## config.mk

```make
export PLATFORM = sky130hd
export DESIGN_NAME = asc_seq_top
export DESIGN_NICKNAME = d
export VERILOG_FILES = /design/src/pkg/asc_pkg.sv /design/src/hdl/asc_chan_map.sv /design/src/hdl/asc_seq_top.sv
export SDC_FILE = /design/constraint.sdc
export NUM_CORES = 1
export LEC_CHECK = 0
export ABC_AREA = 0
export BUFFER_PORTS_ARGS = -buffer_cell sky130_fd_sc_hd__buf_2
export CAP_MARGIN = 20
export CORE_MARGIN = 3
export CORE_UTILIZATION = 40
export DETAILED_ROUTE_END_ITERATION = 10
export GPL_TIMING_DRIVEN = 0
export MAX_ROUTING_LAYER = met4
export PLACE_DENSITY = 0.57
export SETUP_SLACK_MARGIN = 0.05
export SLEW_MARGIN = 20
export SYNTH_ARGS = -nofsm -noshare
export SYNTH_HDL_FRONTEND = slang
export SYNTH_SLANG_ARGS = --single-unit
```

## constraint.sdc

```tcl
create_clock -name CLK -period 2.8 [get_ports CLK]
set_clock_uncertainty 0.05 [all_clocks]
set_input_delay 0.28 -clock CLK [delete_from_list [all_inputs] [get_ports CLK]]
set_output_delay 0.28 -clock CLK [all_outputs]
set_load 0.03 [all_outputs]
```

## src/pkg/asc_pkg.sv

```systemverilog
// constants, register map and types for the conversion sequence controller
package asc_pkg;
  // ---------------------------------------------------------------------------
  // register word indices (avalon word address)
  // ---------------------------------------------------------------------------
  localparam logic [3:0] IDX_CONFIG     = 4'h0; // fifo, fast clear, test mode
  localparam logic [3:0] IDX_CONTROL4   = 4'h1; // converter_control_four
  localparam logic [3:0] IDX_SELECT     = 4'h2; // conversion_select_control
  localparam logic [3:0] IDX_STATUS     = 4'h3; // conversion_status
  localparam logic [3:0] IDX_RESULT0    = 4'h8; // result_register_zero .. seven

  // ---------------------------------------------------------------------------
  // field positions
  // ---------------------------------------------------------------------------
  localparam int CFG_FIFO_BIT   = 0;
  localparam int CFG_FAST_BIT   = 1;
  localparam int CFG_TEST_BIT   = 2;
  localparam int SEL_CODE_LSB   = 0; // channel_code_bit0..bit2
  localparam int SEL_SPECIAL    = 3;
  localparam int SEL_MULTI      = 4;
  localparam int SEL_SCAN       = 5;
  localparam int SEL_EIGHT      = 6;
  localparam int SEL_SINGLE     = 7;
  localparam int STAT_CNT_LSB   = 8;
  localparam int STAT_SCF_BIT   = 15;

  // ---------------------------------------------------------------------------
  // reset values and special channel codes
  // ---------------------------------------------------------------------------
  localparam logic [7:0]  RST_BYTE     = 8'h00;
  localparam logic [15:0] RST_RESULT   = 16'h0000;
  localparam logic [2:0]  RST_COUNT    = 3'h0;
  localparam logic [2:0]  SPC_HIGH     = 3'h4; // high_reference
  localparam logic [2:0]  SPC_LOW      = 3'h5; // low_reference
  localparam logic [2:0]  SPC_MID      = 3'h6; // midpoint of references
  localparam logic [7:0]  EXP_HIGH     = 8'hFF; // expected 8-bit codes
  localparam logic [7:0]  EXP_LOW      = 8'h00;
  localparam logic [7:0]  EXP_MID      = 8'h7F;
  localparam logic [3:0]  LEN_ONE      = 4'h1;
  localparam logic [3:0]  LEN_FOUR     = 4'h4;
  localparam logic [3:0]  LEN_EIGHT    = 4'h8;

  // sequencer states, one-hot
  typedef enum logic [2:0] {
    ST_IDLE  = 3'b001,
    ST_START = 3'b010,
    ST_WAIT  = 3'b100
  } asc_state_e;
endpackage : asc_pkg

```

## src/hdl/asc_chan_map.sv

```systemverilog
// channel code decoder: external input one-hot or internal reference source
`timescale 1ns/10ps
module asc_chan_map (
  input  wire logic [2:0] code,
  input  wire logic       special,
  output logic      [7:0] ext_onehot,
  output logic            ref_high,
  output logic            ref_low,
  output logic            ref_mid,
  output logic            reserved
);
  // ---------------------------------------------------------------------------
  // decode
  // ---------------------------------------------------------------------------
  // normal mode: code is the external input index directly
  assign ext_onehot = special ? 8'h00 : (8'h01 << code);
  // special mode: code picks an internal source
  assign ref_high   = special & (code == asc_pkg::SPC_HIGH);
  assign ref_low    = special & (code == asc_pkg::SPC_LOW);
  assign ref_mid    = special & (code == asc_pkg::SPC_MID);
  // 0xx and 111 are reserved special codes
  assign reserved   = special & ~(ref_high | ref_low | ref_mid);
endmodule : asc_chan_map

```

## src/hdl/asc_seq_top.sv

```systemverilog
// conversion sequence controller with avalon-mm register slave
//
// Operation
// single mode converts only the coded channel
// multi mode: start code, then increment
// channel code wraps from seven to zero
// normal code is external input index
// special bit selects internal test source
// special 100 high, 101 low, 110 mid
// conversion k to result k, channel start+k
// software keeps single bit clear for four
// special multi steps high, low, mid; reserved
// single channel: four or eight same conversions
// eight 0, single 1: one conversion
// software writes zero to legacy-masked code bits
// status registers ignore writes normally
// sequence flag sets at each sequence end
// sequence flag clear: restart or result read; the code clears it on a result read only in fast clear mode
// result counter points, resets per sequence
// fifo mode keeps counter, wraps at seven
// complete flag k set with result k
// normal clear needs status read first
// fast clear: result read clears flag
// complete flags writable only in test mode
// control write clears all flags, cancels request
// control write aborts and starts new sequence
// length: 00 four, 01 one, 1x eight
// scan restarts sequence, else return idle
`timescale 1ns/10ps
module asc_seq_top #(
  parameter int RES_W = 16 // width of one conversion result
) (
  input  wire logic             CLK,
  input  wire logic             RST_B,
  input  wire logic [3:0]       AVS_ADDRESS,
  input  wire logic             AVS_READ,
  input  wire logic             AVS_WRITE,
  input  wire logic [31:0]      AVS_WRITEDATA,
  output logic      [31:0]      AVS_READDATA,
  output logic                  AVS_WAITREQUEST,
  output logic                  CONV_START,
  output logic                  CONV_ABORT,
  output logic      [2:0]       CONV_CHANNEL,
  output logic      [7:0]       CONV_EXT_SELECT,
  output logic                  CONV_REF_HIGH,
  output logic                  CONV_REF_LOW,
  output logic                  CONV_REF_MID,
  output logic                  CONV_RESERVED,
  input  wire logic             CONV_DONE,
  input  wire logic [RES_W-1:0] CONV_DATA,
  output logic                  SEQ_BUSY
);
  // ---------------------------------------------------------------------------
  // functions
  // ---------------------------------------------------------------------------
  // sequence length from eight and single bits
  function automatic logic [3:0] seq_len(input logic eight, input logic single);
    seq_len = eight ? asc_pkg::LEN_EIGHT : (single ? asc_pkg::LEN_ONE : asc_pkg::LEN_FOUR);
  endfunction : seq_len

  // ---------------------------------------------------------------------------
  // state
  // ---------------------------------------------------------------------------
  asc_pkg::asc_state_e state_ff, nxt_state;   // sequencer state
  logic [7:0]       cfg_ff;                   // fifo / fast clear / test mode
  logic [7:0]       ctl4_ff;                  // stored only, write restarts
  logic [7:0]       sel_ff;                   // channel and sequence select
  logic [7:0]       ccf_ff, nxt_ccf;          // conversion_complete_flags
  logic [7:0]       armed_ff, nxt_armed;      // status read seen per flag
  logic             scf_ff, nxt_scf;          // sequence_complete_flag
  logic [2:0]       cnt_ff, nxt_cnt;          // result_counter
  logic [2:0]       pos_ff, nxt_pos;          // position inside sequence
  logic [RES_W-1:0] res_mem [8];              // result registers
  logic [31:0]      rdata_ff;                 // read data, valid on answer
  logic             ack_ff;                   // second bus cycle marker
  logic             start_ff;                 // conversion start pulse
  logic             abort_ff;                 // abort pulse to analog side
  logic [2:0]       chan_ff;                  // channel code of conversion

  // ---------------------------------------------------------------------------
  // bus decode
  // ---------------------------------------------------------------------------
  wire        bus_req    = AVS_READ | AVS_WRITE;
  // every access answers on its second cycle
  wire        bus_take   = bus_req & ack_ff;
  wire        wr_take    = AVS_WRITE & ack_ff;
  wire        rd_take    = AVS_READ & ack_ff;
  wire        hit_cfg    = AVS_ADDRESS == asc_pkg::IDX_CONFIG;
  wire        hit_ctl4   = AVS_ADDRESS == asc_pkg::IDX_CONTROL4;
  wire        hit_sel    = AVS_ADDRESS == asc_pkg::IDX_SELECT;
  wire        hit_stat   = AVS_ADDRESS == asc_pkg::IDX_STATUS;
  wire        hit_res    = AVS_ADDRESS[3] == asc_pkg::IDX_RESULT0[3];
  wire [2:0]  res_idx    = AVS_ADDRESS[2:0];
  wire        fifo_mode  = cfg_ff[asc_pkg::CFG_FIFO_BIT];
  wire        fast_clear = cfg_ff[asc_pkg::CFG_FAST_BIT];
  wire        test_mode  = cfg_ff[asc_pkg::CFG_TEST_BIT];
  // writing either control register restarts the sequence
  wire        restart    = wr_take & (hit_ctl4 | hit_sel);
  wire        res_rd     = rd_take & hit_res;
  // normal clear: any later result access after a status read
  wire        res_acc    = bus_take & hit_res;
  wire        stat_rd    = rd_take & hit_stat;
  // status takes a write only in test mode, otherwise ignored
  wire        stat_wr    = wr_take & hit_stat & test_mode;
  wire        done_ev    = CONV_DONE & state_ff[2];
  wire [3:0]  len        = seq_len(sel_ff[asc_pkg::SEL_EIGHT], sel_ff[asc_pkg::SEL_SINGLE]);
  wire        last_conv  = ({1'b0, pos_ff} + 4'h1) == len;
  wire        multi      = sel_ff[asc_pkg::SEL_MULTI];
  wire [2:0]  base_code  = sel_ff[asc_pkg::SEL_CODE_LSB +: 3];
  // multi: start code plus position, three bits wrap modulo eight
  // single: same coded channel every conversion
  wire [2:0]  conv_code  = multi ? 3'(base_code + pos_ff) : base_code;
  wire [7:0]  clr_mask   = fast_clear ? (res_rd ? (8'h01 << res_idx) : 8'h00)
                                      : (res_acc ? ((8'h01 << res_idx) & armed_ff) : 8'h00);
  wire [7:0]  set_mask   = done_ev ? (8'h01 << cnt_ff) : 8'h00;
  wire [31:0] stat_word  = {16'h0000, scf_ff, 4'h0, cnt_ff, ccf_ff};
  wire [31:0] rd_mux     = hit_cfg  ? {24'h0, cfg_ff}  :
                           hit_ctl4 ? {24'h0, ctl4_ff} :
                           hit_sel  ? {24'h0, sel_ff}  :
                           hit_stat ? stat_word        :
                           hit_res  ? 32'(res_mem[res_idx]) : 32'h0000_0000;

  // ---------------------------------------------------------------------------
  // channel decoder
  // ---------------------------------------------------------------------------
  asc_chan_map u_map (
    .code       (chan_ff),
    .special    (sel_ff[asc_pkg::SEL_SPECIAL]),
    .ext_onehot (CONV_EXT_SELECT),
    .ref_high   (CONV_REF_HIGH),
    .ref_low    (CONV_REF_LOW),
    .ref_mid    (CONV_REF_MID),
    .reserved   (CONV_RESERVED)
  );

  // ---------------------------------------------------------------------------
  // sequencer next state
  // ---------------------------------------------------------------------------
  // restart outranks a done in the same cycle: that conversion was aborted
  always_comb begin
    nxt_state = state_ff;
    nxt_pos   = pos_ff;
    nxt_cnt   = cnt_ff;
    if (restart) begin
      nxt_state = asc_pkg::ST_START;
      nxt_pos   = 3'h0;
      nxt_cnt   = fifo_mode ? cnt_ff : asc_pkg::RST_COUNT;
    end else begin
      unique case (state_ff)
        asc_pkg::ST_IDLE: begin
          nxt_state = asc_pkg::ST_IDLE;
        end
        asc_pkg::ST_START: begin
          nxt_state = asc_pkg::ST_WAIT;
        end
        asc_pkg::ST_WAIT: begin
          if (done_ev) begin
            nxt_cnt = 3'(cnt_ff + 3'h1); // wraps seven to zero
            nxt_pos = 3'(pos_ff + 3'h1);
            if (last_conv) begin
              nxt_pos = 3'h0;
              // outside fifo the counter restarts with each sequence
              if (!fifo_mode) begin
                nxt_cnt = asc_pkg::RST_COUNT;
              end
              // scan repeats the identical sequence, else idle
              nxt_state = sel_ff[asc_pkg::SEL_SCAN] ? asc_pkg::ST_START : asc_pkg::ST_IDLE;
            end else begin
              nxt_state = asc_pkg::ST_START;
            end
          end
        end
        default: begin
          nxt_state = asc_pkg::ST_IDLE;
        end
      endcase
    end
  end

  // ---------------------------------------------------------------------------
  // flag next values
  // ---------------------------------------------------------------------------
  // set beats clear in the same cycle so no completion is lost
  always_comb begin
    nxt_ccf   = ccf_ff;
    nxt_armed = armed_ff;
    nxt_scf   = scf_ff;
    if (restart) begin
      nxt_ccf   = 8'h00;
      nxt_armed = 8'h00;
      nxt_scf   = 1'b0;
    end else begin
      if (stat_wr) begin
        nxt_ccf = AVS_WRITEDATA[7:0];
      end
      nxt_ccf   = (nxt_ccf & ~clr_mask) | set_mask;
      // a status read arms the flags it showed as set
      nxt_armed = stat_rd ? ccf_ff : (armed_ff & ~clr_mask);
      nxt_armed = nxt_armed & ~set_mask;
      if (fast_clear && res_rd) begin
        nxt_scf = 1'b0;
      end
      if (done_ev && last_conv) begin
        nxt_scf = 1'b1;
      end
    end
  end

  // ---------------------------------------------------------------------------
  // sequencer and flag registers
  // ---------------------------------------------------------------------------
  always_ff @(posedge CLK or negedge RST_B) begin
    if (!RST_B) begin
      state_ff <= asc_pkg::ST_IDLE;
      pos_ff   <= 3'h0;
      cnt_ff   <= asc_pkg::RST_COUNT;
      ccf_ff   <= asc_pkg::RST_BYTE;
      armed_ff <= asc_pkg::RST_BYTE;
      scf_ff   <= 1'b0;
    end else begin
      state_ff <= nxt_state;
      pos_ff   <= nxt_pos;
      cnt_ff   <= nxt_cnt;
      ccf_ff   <= nxt_ccf;
      armed_ff <= nxt_armed;
      scf_ff   <= nxt_scf;
    end
  end

  // ---------------------------------------------------------------------------
  // conversion request outputs
  // ---------------------------------------------------------------------------
  // channel is latched at start so it holds steady through the conversion
  always_ff @(posedge CLK or negedge RST_B) begin
    if (!RST_B) begin
      start_ff <= 1'b0;
      abort_ff <= 1'b0;
      chan_ff  <= 3'h0;
    end else begin
      start_ff <= state_ff[1] & ~restart;
      abort_ff <= restart & ~state_ff[0]; // cancel pending request
      if (state_ff[1]) begin
        chan_ff <= conv_code;
      end
    end
  end

  // ---------------------------------------------------------------------------
  // result storage
  // ---------------------------------------------------------------------------
  // result lands in the register the counter points at
  always_ff @(posedge CLK or negedge RST_B) begin
    if (!RST_B) begin
      for (int i = 0; i < 8; i++) begin
        res_mem[i] <= RES_W'(asc_pkg::RST_RESULT);
      end
    end else if (done_ev && !restart) begin
      res_mem[cnt_ff] <= CONV_DATA;
    end
  end

  // ---------------------------------------------------------------------------
  // software registers and bus answer
  // ---------------------------------------------------------------------------
  // one wait cycle: read data is captured first, answered on the second
  always_ff @(posedge CLK or negedge RST_B) begin
    if (!RST_B) begin
      cfg_ff   <= asc_pkg::RST_BYTE;
      ctl4_ff  <= asc_pkg::RST_BYTE;
      sel_ff   <= asc_pkg::RST_BYTE;
      ack_ff   <= 1'b0;
      rdata_ff <= 32'h0000_0000;
    end else begin
      ack_ff <= bus_req & ~ack_ff;
      if (AVS_READ && !ack_ff) begin
        rdata_ff <= rd_mux;
      end
      if (wr_take && hit_cfg) begin
        cfg_ff <= {5'h00, AVS_WRITEDATA[2:0]};
      end
      if (wr_take && hit_ctl4) begin
        ctl4_ff <= AVS_WRITEDATA[7:0];
      end
      if (wr_take && hit_sel) begin
        sel_ff <= AVS_WRITEDATA[7:0];
      end
    end
  end

  assign AVS_WAITREQUEST = bus_req & ~ack_ff;
  assign AVS_READDATA    = rdata_ff;
  assign CONV_START      = start_ff;
  assign CONV_ABORT      = abort_ff;
  assign CONV_CHANNEL    = chan_ff;
  assign SEQ_BUSY        = ~state_ff[0];

  // ---------------------------------------------------------------------------
  // assertions
  // ---------------------------------------------------------------------------
  a_restart_clears: assert property (@(posedge CLK) disable iff (!RST_B)
    restart |=> (ccf_ff == 8'h00) && !scf_ff)
    else $error("control write did not clear flags");
  a_restart_starts: assert property (@(posedge CLK) disable iff (!RST_B)
    restart |=> state_ff == asc_pkg::ST_START ##1 CONV_START)
    else $error("control write did not start a sequence");
  a_single_chan: assert property (@(posedge CLK) disable iff (!RST_B)
    (CONV_START && !multi && !$past(restart)) |-> CONV_CHANNEL == base_code)
    else $error("single mode converted another channel");
  a_multi_step: assert property (@(posedge CLK) disable iff (!RST_B)
    (state_ff[1] && multi && !restart) |=> CONV_CHANNEL == 3'($past(base_code) + $past(pos_ff)))
    else $error("multi mode channel not start plus position");
  a_ccf_set: assert property (@(posedge CLK) disable iff (!RST_B)
    (done_ev && !restart) |=> ccf_ff[$past(cnt_ff)] && res_mem[$past(cnt_ff)] == $past(CONV_DATA))
    else $error("complete flag or result missing");
  a_scf_set: assert property (@(posedge CLK) disable iff (!RST_B)
    (done_ev && last_conv && !restart) |=> scf_ff)
    else $error("sequence flag not set at end");
  a_cnt_reset: assert property (@(posedge CLK) disable iff (!RST_B)
    (restart && !fifo_mode) |=> cnt_ff == 3'h0)
    else $error("counter not reset at new sequence");
  a_scan_idle: assert property (@(posedge CLK) disable iff (!RST_B)
    (done_ev && last_conv && !restart && !sel_ff[asc_pkg::SEL_SCAN]) |=> state_ff[0] && !CONV_START)
    else $error("sequence without scan did not go idle");
  a_status_ro: assert property (@(posedge CLK) disable iff (!RST_B)
    (wr_take && hit_stat && !test_mode && !done_ev && !res_acc) |=> $stable(ccf_ff))
    else $error("status write changed flags outside test mode");
  a_fast_clear: assert property (@(posedge CLK) disable iff (!RST_B)
    (res_rd && fast_clear && !restart && !(done_ev && cnt_ff == res_idx)) |=> !ccf_ff[$past(res_idx)])
    else $error("fast clear did not clear flag");
  a_len_one: assert property (@(posedge CLK) disable iff (!RST_B)
    (done_ev && !sel_ff[asc_pkg::SEL_EIGHT] && sel_ff[asc_pkg::SEL_SINGLE]) |-> last_conv)
    else $error("single length sequence ran on");
  a_fifo_keep: assert property (@(posedge CLK) disable iff (!RST_B)
    (restart && fifo_mode) |=> cnt_ff == $past(cnt_ff))
    else $error("fifo counter changed at new sequence");
  a_norm_clear: assert property (@(posedge CLK) disable iff (!RST_B)
    (res_acc && !fast_clear && armed_ff[res_idx] && !restart && !(done_ev && cnt_ff == res_idx))
    |=> !ccf_ff[$past(res_idx)])
    else $error("armed flag not cleared by result access");
  a_ext_decode: assert property (@(posedge CLK) disable iff (!RST_B)
    !sel_ff[asc_pkg::SEL_SPECIAL] |-> CONV_EXT_SELECT == (8'h01 << CONV_CHANNEL))
    else $error("external select does not match channel code");
  a_special_src: assert property (@(posedge CLK) disable iff (!RST_B)
    sel_ff[asc_pkg::SEL_SPECIAL] |-> CONV_EXT_SELECT == 8'h00)
    else $error("external input selected in special mode");
  a_scan_again: assert property (@(posedge CLK) disable iff (!RST_B)
    (done_ev && last_conv && !restart && sel_ff[asc_pkg::SEL_SCAN])
    |=> state_ff == asc_pkg::ST_START)
    else $error("scan did not restart the sequence");
endmodule : asc_seq_top

```

==> results.py, run 1 <==
metrics = {
    "outcome": {
        "outcome": "finished, final reports clean",
    },
    "flow_run": {
        "cap_violations": 0,
    },
    "setup_path": {
        "critPathCaptureType": "register",
        "startpoint": "pos_ff[0]",
        "cp_slowest_stage_delay_ns": 0.64,
        "crit_type": "register to register",
        "worstPathCellList": "ha_1 -> xor2_1 -> or4b_4 -> a311oi_1 -> o22ai_1",
        "crit_slowest_cell": "a311oi_1",
        "crit_fanout": 7,
        "crit_required_ns": 3.04,
        "cp.arrival_ns": 2.75,
        "critPathLaunchType": "register",
        "r2r_start": "pos_ff[0]",
    },
    "timing": {
        "finalMaxSlewViolations": 0,
        "setup_tns_ns": 0,
        "fmax_mhz": 399,
        "worst_pin_slew_ns": 0.883,
        "fin_crit_ns": 2.51,
        "setup_viol": 0,
        "fin_crit_sh": 0.896,
        "slew_headroom": 0.411,
        "worst_hold_slack_ns": 0.102,
        "rsz0062_at_grt": "false",
        "hold_violations": 0,
    },
    "global_route": {
        "grt_usage": 0.201,
        "antenna_found_initial": 0,
        "grt_max_degree": 88,
        "grt-ovfl-total": 0,
        "grt_pass1_vias": 6447,
        "grt_pass1_wl_mm": 39.1,
    },
    "logic_synthesis": {
        "synth_area_um2": 9730,
        "ys_ff_latch": 195,
        "syn_area_per_cell_um2": 13.4,
        "syn_inst": 727,
        "synth_edf_count": 0,
        "synth_seq_area_share": 0.502,
        "synthDistinctLibCells": 71,
        "yosys.area.top_type_share": 0.499,
        "synth_top_cell_by_area": "dfrtp_1",
        "ys_dominant_reg_cell": "dfrtp_1",
        "yosys_warnings": 0,
        "async_flop_share": 1.00,
        "synth_area_leaders": "dfrtp_1 50%, mux2_2 15%, mux4_2 7.2%, mux2_4 3.1%, mux2i_1 2.4%",
        "yosysMostFrequentCell": "dfrtp_1",
        "netlist_top_cells_count": "194 x dfrtp_1, 131 x mux2_2, 37 x nand2_1",
    },
    "finish": {
        "nNetsFinal": 896,
        "drive_gt1_frac": 0.402,
        "final_area_um2": 11200,
        "syn2layout_area_growth_pct": 14.6,
        "utilization": 0.471,
    },
    "die": {
        "die_h_um": 162,
        "rows": 56,
        "ios": 108,
        "dieArea_um2": 26200,
        "die_x_um": 162,
        "core-area_um2": 23700,
        "start_util": 0.411,
    },
    "route": {
        "vias": 6389,
        "ant_nets": 0,
        "drt_iter0_markers": 322,
        "via_per_inst": 5.49,
        "drt_wl_total_mm": 25.1,
        "drc": 0,
        "avgRoutedWirePerCell_um": 21.6,
        "dr.pass1.iters": 5,
    },
    "hold_path": {
        "min_from": "AVS_WRITEDATA[6]",
        "min_path_type": "input pin to register",
    },
    "place": {
        "port_buffers": 66,
        "gp_congestion": 0.888,
        "post_dp_cell_area_um2": 10600,
        "dpl.hpwl_mm": 17.6,
    },
    "clocking": {
        "cts.hold.buffers_added": 1,
        "clkSlewWorstSetupHoldPaths_ns": 0.07,
        "cts_buffers": 17,
        "post_cts_buffers": 0,
        "cts_root_buffer": "clkbuf_16",
        "clk_latency_ns": 0.44,
        "tritoncts": "done",
        "htreeDepth": 4,
        "cts_buffer_depth": 2,
        "post_cts_resized": 0,
        "numClockSinks": 195,
    },
    "power_and_ir_drop": {
        "power.density_nw_per_um2": 591,
        "p_total_uw": 6590,
        "peakVddDrop_v": 0.000315,
        "p_leak_uw": 0.00526,
    },
}
routing by layer:
metal  wire [um]  share of wire  track usage
met1       11600           0.46        0.274
met2       12000           0.48        0.313
met3        1170          0.047       0.0398
met4         359          0.014       0.0469
met5           0              0            -
cell families (layout without fill, tap and decap cells):
logic type                 after synthesis  in the layout  synth area share
adders and majority gates                9              9            0.0123
other                                    1             17          0.000385
and+or+nand+nor                        138            138            0.0822
DFF                                    195            195             0.502
muxes                                  205            205             0.278
buffers and inverters                   63            164            0.0395
xor gates and xnor gates                 5              5           0.00527
AOI/OAI and AO/OA                      111            111            0.0808
worst paths after layout:
check                                   endpoint  slack, ns  cells past startpoint
min in group asynchronous             CONV_ABORT       0.29                      2
worst max-delay path                   cnt_ff[1]       0.29                      5
max in group asynchronous            res_mem[44]       1.30                      4
worst min-delay path                   sel_ff[6]       0.10                      2
worst min register to register  AVS_READDATA[12]       0.44                      2
worst max register to register         cnt_ff[1]       0.29                      5
critical path, delay by kind of cell, from the launching register on:
family	cells	cell delay [ns]
compound gates	2	0.83
simple gates	1	0.53
flops	1	0.46
fa+ha+maj	1	0.31
xor+xnor	1	0.18
power by group:
group / internal, uW / switching (uW)
Sequential: 3010 / 203
Combinational: 395 / 619
Clock: 1200 / 1170
Total: 4600 / 1990
stage by stage:
stage	setup slack, ns	std cells
5_1_grt	0.198	1162
4_1_cts	0.316	1162
6_report	0.292	1163
3_5_place_dp	0.220	1129
3_3_place_gp	-2.07	1127
2_1_floorplan	0.767	742
flip-flops by register name, summed over array words and instances (netlist names):
signal / count
AVS_READDATA: 16
res_mem: 128
ctl4_ff: 8
pos_ff: 3
cfg_ff: 3
CONV_ABORT: 1
armed_ff: 8
state_ff: 3
CONV_START: 1
ccf_ff: 8
sel_ff: 8
cnt_ff: 3
CONV_CHANNEL: 3
ack_ff: 1
scf_ff: 1
cell usage in the layout, fill, tap and decap left out, types with 6 or more instances in the layout:
cell / Yosys / layout
buf_6: 6 / 6
mux4_2: 31 / 31
conb_1: 1 / 16
mux2i_1: 23 / 23
mux2_4: 20 / 20
o21ai_0: 21 / 21
buf_4: 24 / 24
buf_2: 10 / 75
inv_6: 0 / 6
ha_1: 8 / 8
and2_1: 7 / 7
nand3_1: 13 / 13
a21boi_0: 7 / 7
a31oi_1: 14 / 14
nor2_1: 24 / 24
nand2b_1: 13 / 13
clkbuf_1: 15 / 17
mux2_2: 131 / 131
clkbuf_16: 0 / 17
a21oi_1: 12 / 12
a22oi_1: 6 / 6
nor3_1: 7 / 7
nand2_1: 37 / 37
dfrtp_1: 194 / 194
o211ai_1: 6 / 6
inv_1: 6 / 6
layout make-up:
class / count / area, um2
fillers: 2166 / 12500
flip-flops and latches: 195 / 4880
multi-input cells: 484 / 4530
clock buffers: 20 / 447
repair buffers: 69 / 405
well taps: 319 / 399
plain buffers: 57 / 362
clock inverters: 12 / 108
inverters: 6 / 22.5
diodes: 1 / 2.50
Note: power is estimated with default switching activity, not from simulation.
==> inputs of run 2 (changes only) <==
--- a/config.mk
+++ b/config.mk
@@ -13,7 +13,6 @@
 export DETAILED_ROUTE_END_ITERATION = 10
 export GPL_TIMING_DRIVEN = 0
 export MAX_ROUTING_LAYER = met4
-export PLACE_DENSITY = 0.57
 export SETUP_SLACK_MARGIN = 0.05
 export SLEW_MARGIN = 20
 export SYNTH_ARGS = -nofsm -noshare
==> constraint.sdc (replaced) <==
create_clock -name CLK -period 2.59 [get_ports CLK]
set_clock_uncertainty 0.05 [all_clocks]
set_input_delay 0.259 -clock CLK [delete_from_list [all_inputs] [get_ports CLK]]
set_output_delay 0.259 -clock CLK [all_outputs]
set_load 0.03 [all_outputs]
==> results.py, run 2 (synthesized netlist as in run 1, its figures left out) <==
metrics = {
    "timing": {
        "fin_crit_sh": 0.946,
        "hold_violations": 0,
        "setup_tns_ns": 0,
        "slew_headroom": 0.375,
        "fin_crit_ns": 2.45,
        "worst_pin_slew_ns": 0.937,
        "rsz0062_at_grt": "false",
        "setup_viol": 0,
        "fmax_mhz": 408,
        "finalMaxSlewViolations": 0,
    },
    "place": {
        "port_buffers": 66,
        "gp_congestion": 0.860,
        "place_inst": 1129,
        "dpl.hpwl_mm": 17.3,
    },
    "route": {
        "drt_iter0_markers": 486,
        "drc": 0,
        "via_per_inst": 5.55,
        "dr.pass1.iters": 5,
        "avgRoutedWirePerCell_um": 21.5,
        "ant_nets": 0,
        "vias": 6451,
        "drt_wl_total_mm": 25.0,
    },
    "finish": {
        "fillers": 2178,
        "drive_gt1_frac": 0.406,
        "largest_reg_flops": 128,
        "layout_commonest_cell": "dfrtp_1",
        "largest_register": "res_mem",
        "syn2layout_area_growth_pct": 15.5,
        "final_cells": 1163,
        "layout_common_cells": "194 x dfrtp_1, 131 x mux2_2, 75 x buf_2",
        "nNetsFinal": 896,
    },
    "flow_run": {
        "cap_violations": 0,
    },
    "power_and_ir_drop": {
        "p_switching_uw": 2280,
        "power.density_nw_per_um2": 656,
        "peakVddDrop_v": 0.000437,
        "clockPowerShare": 0.382,
        "p_leak_uw": 0.00530,
        "power_frac_comb": 0.148,
        "seqPwrFrac": 0.469,
        "internal_power_uw": 5100,
        "p_sw_frac": 0.309,
    },
    "setup_path": {
        "critPathCaptureType": "register",
        "cp_slowest_stage_delay_ns": 0.51,
        "crit_slowest_cell": "dfrtp_1",
        "crit_fanout": 10,
        "crit_required_ns": 2.86,
        "critPathLaunchType": "register",
        "worstPathCellList": "and3b_1 -> buf_2 -> o21ai_2 -> nor2_2 -> buf_4 -> mux2_2",
        "cp.arrival_ns": 2.72,
        "crit_type": "register to register",
        "ff2ff_path_depth": 6,
    },
    "die": {
        "die_h_um": 162,
        "die_x_um": 162,
        "start_util": 0.411,
        "rows": 56,
        "ios": 108,
        "core-area_um2": 23700,
        "dieArea_um2": 26200,
    },
    "clocking": {
        "clkSlewWorstSetupHoldPaths_ns": 0.08,
        "cts_buffers": 17,
        "post_cts_buffers": 0,
        "tritoncts": "done",
        "numClockSinks": 195,
        "cts_root_buffer": "clkbuf_16",
        "htreeDepth": 4,
        "clk_latency_ns": 0.44,
        "cts_buffer_depth": 2,
    },
    "outcome": {
        "outcome": "finished, final reports clean",
    },
    "global_route": {
        "grt_pass1_wl_mm": 39.4,
        "antenna_found_initial": 1,
        "grt-ovfl-total": 0,
        "grt_pass1_vias": 6560,
        "grt_max_degree": 83,
        "grt_usage": 0.202,
    },
    "hold_path": {
        "whs_path_depth": 2,
        "min_path_type": "input pin to register",
    },
}
-- run 2: changes by cell type in the layout (fill, tap and decap cells not counted) --
| cell | change |
|---|---|
| bufinv_16 | +1 |
| clkinv_2 | -1 |
| inv_6 | -4 |
| clkinvlp_4 | -1 |
| clkbuf_8 | -1 |
| inv_8 | +3 |
| a311oi_2 | +1 |
| a311oi_1 | -1 |
| inv_12 | +1 |
| clkbuf_1 | -2 |
| clkinv_8 | +4 |
-- run 2: layout make-up --
type	instances	area (um2)	area share
Buffer	57	362	0.0322
Clock inverter	15	205	0.0183
Inverter	6	22.5	0.00200
Sequential cell	195	4880	0.434
Tap cell	319	399	0.0355
Multi-Input combinational cell	484	4530	0.403
Clock buffer	17	425	0.0379
Timing Repair Buffer	69	405	0.0361
Antenna cell	1	2.50	0.000223
-- run 2: through the flow --
step	hold slack (ns)	util	total power (uW)	setup WS (ns)	cell area [um2]
6_report	0.0559	0.474	7380	0.141	11200
5_1_grt	0.0581	0.474	7680	0.0665	11200
4_1_cts	0.0436	0.474	7420	0.112	11200
3_5_place_dp	0.136	0.447	4610	-0.0954	10600
3_3_place_gp	0.417	0.444	4580	-2.19	10500
2_1_floorplan	-0.0866	-	4190	0.557	9790
-- run 2: critical path, delay by kind of cell (launching register included) --
kind	cells	cell delay (ns)
AND/OR/NAND/NOR	2	0.72
multiplexers	1	0.35
buffers and inverters	2	0.53
flip-flops	1	0.51
AO/OA/AOI/OAI	1	0.15
-- run 2: worst paths after layout --
kind / startpoint / to / slack [ns]
setup / recovery: cnt_ff[2] / res_mem[105] / 0.14
hold / removal: AVS_WRITEDATA[7] / sel_ff[7] / 0.06
setup reg to reg: cnt_ff[2] / res_mem[105] / 0.14
hold reg to reg: AVS_READDATA[12] / AVS_READDATA[12] / 0.44
max in group asynchronous: RST_B / res_mem[126] / 1.14
min in group asynchronous: RST_B / CONV_START / 0.25
-- run 2: repair_timing --
item,4_1_cts,5_1_grt
hold buffers,1,0
hold endpoints to repair,49,0
gates resized for setup,0,1
setup endpoints to repair,0,2
-- run 2: power groups by stage --
stage / Sequential (uW) / Combinational, uW / Clock, uW
2_1_floorplan: 3520 / 668 / 0
3_3_place_gp: 3510 / 1070 / 0
3_5_place_dp: 3520 / 1090 / 0
4_1_cts: 3460 / 1100 / 2870
5_1_grt: 3490 / 1200 / 3000
6_report: 3460 / 1090 / 2820
-- run 2: metal layers --
metal | vias to the layer above | global-route usage | part of all wire
li1 | 2883 | - | -
met5 | - | - | 0
met1 | 3350 | 0.279 | 0.47
met4 | 0 | 0.0438 | 0.011
met2 | 194 | 0.316 | 0.47
met3 | 24 | 0.0344 | 0.049
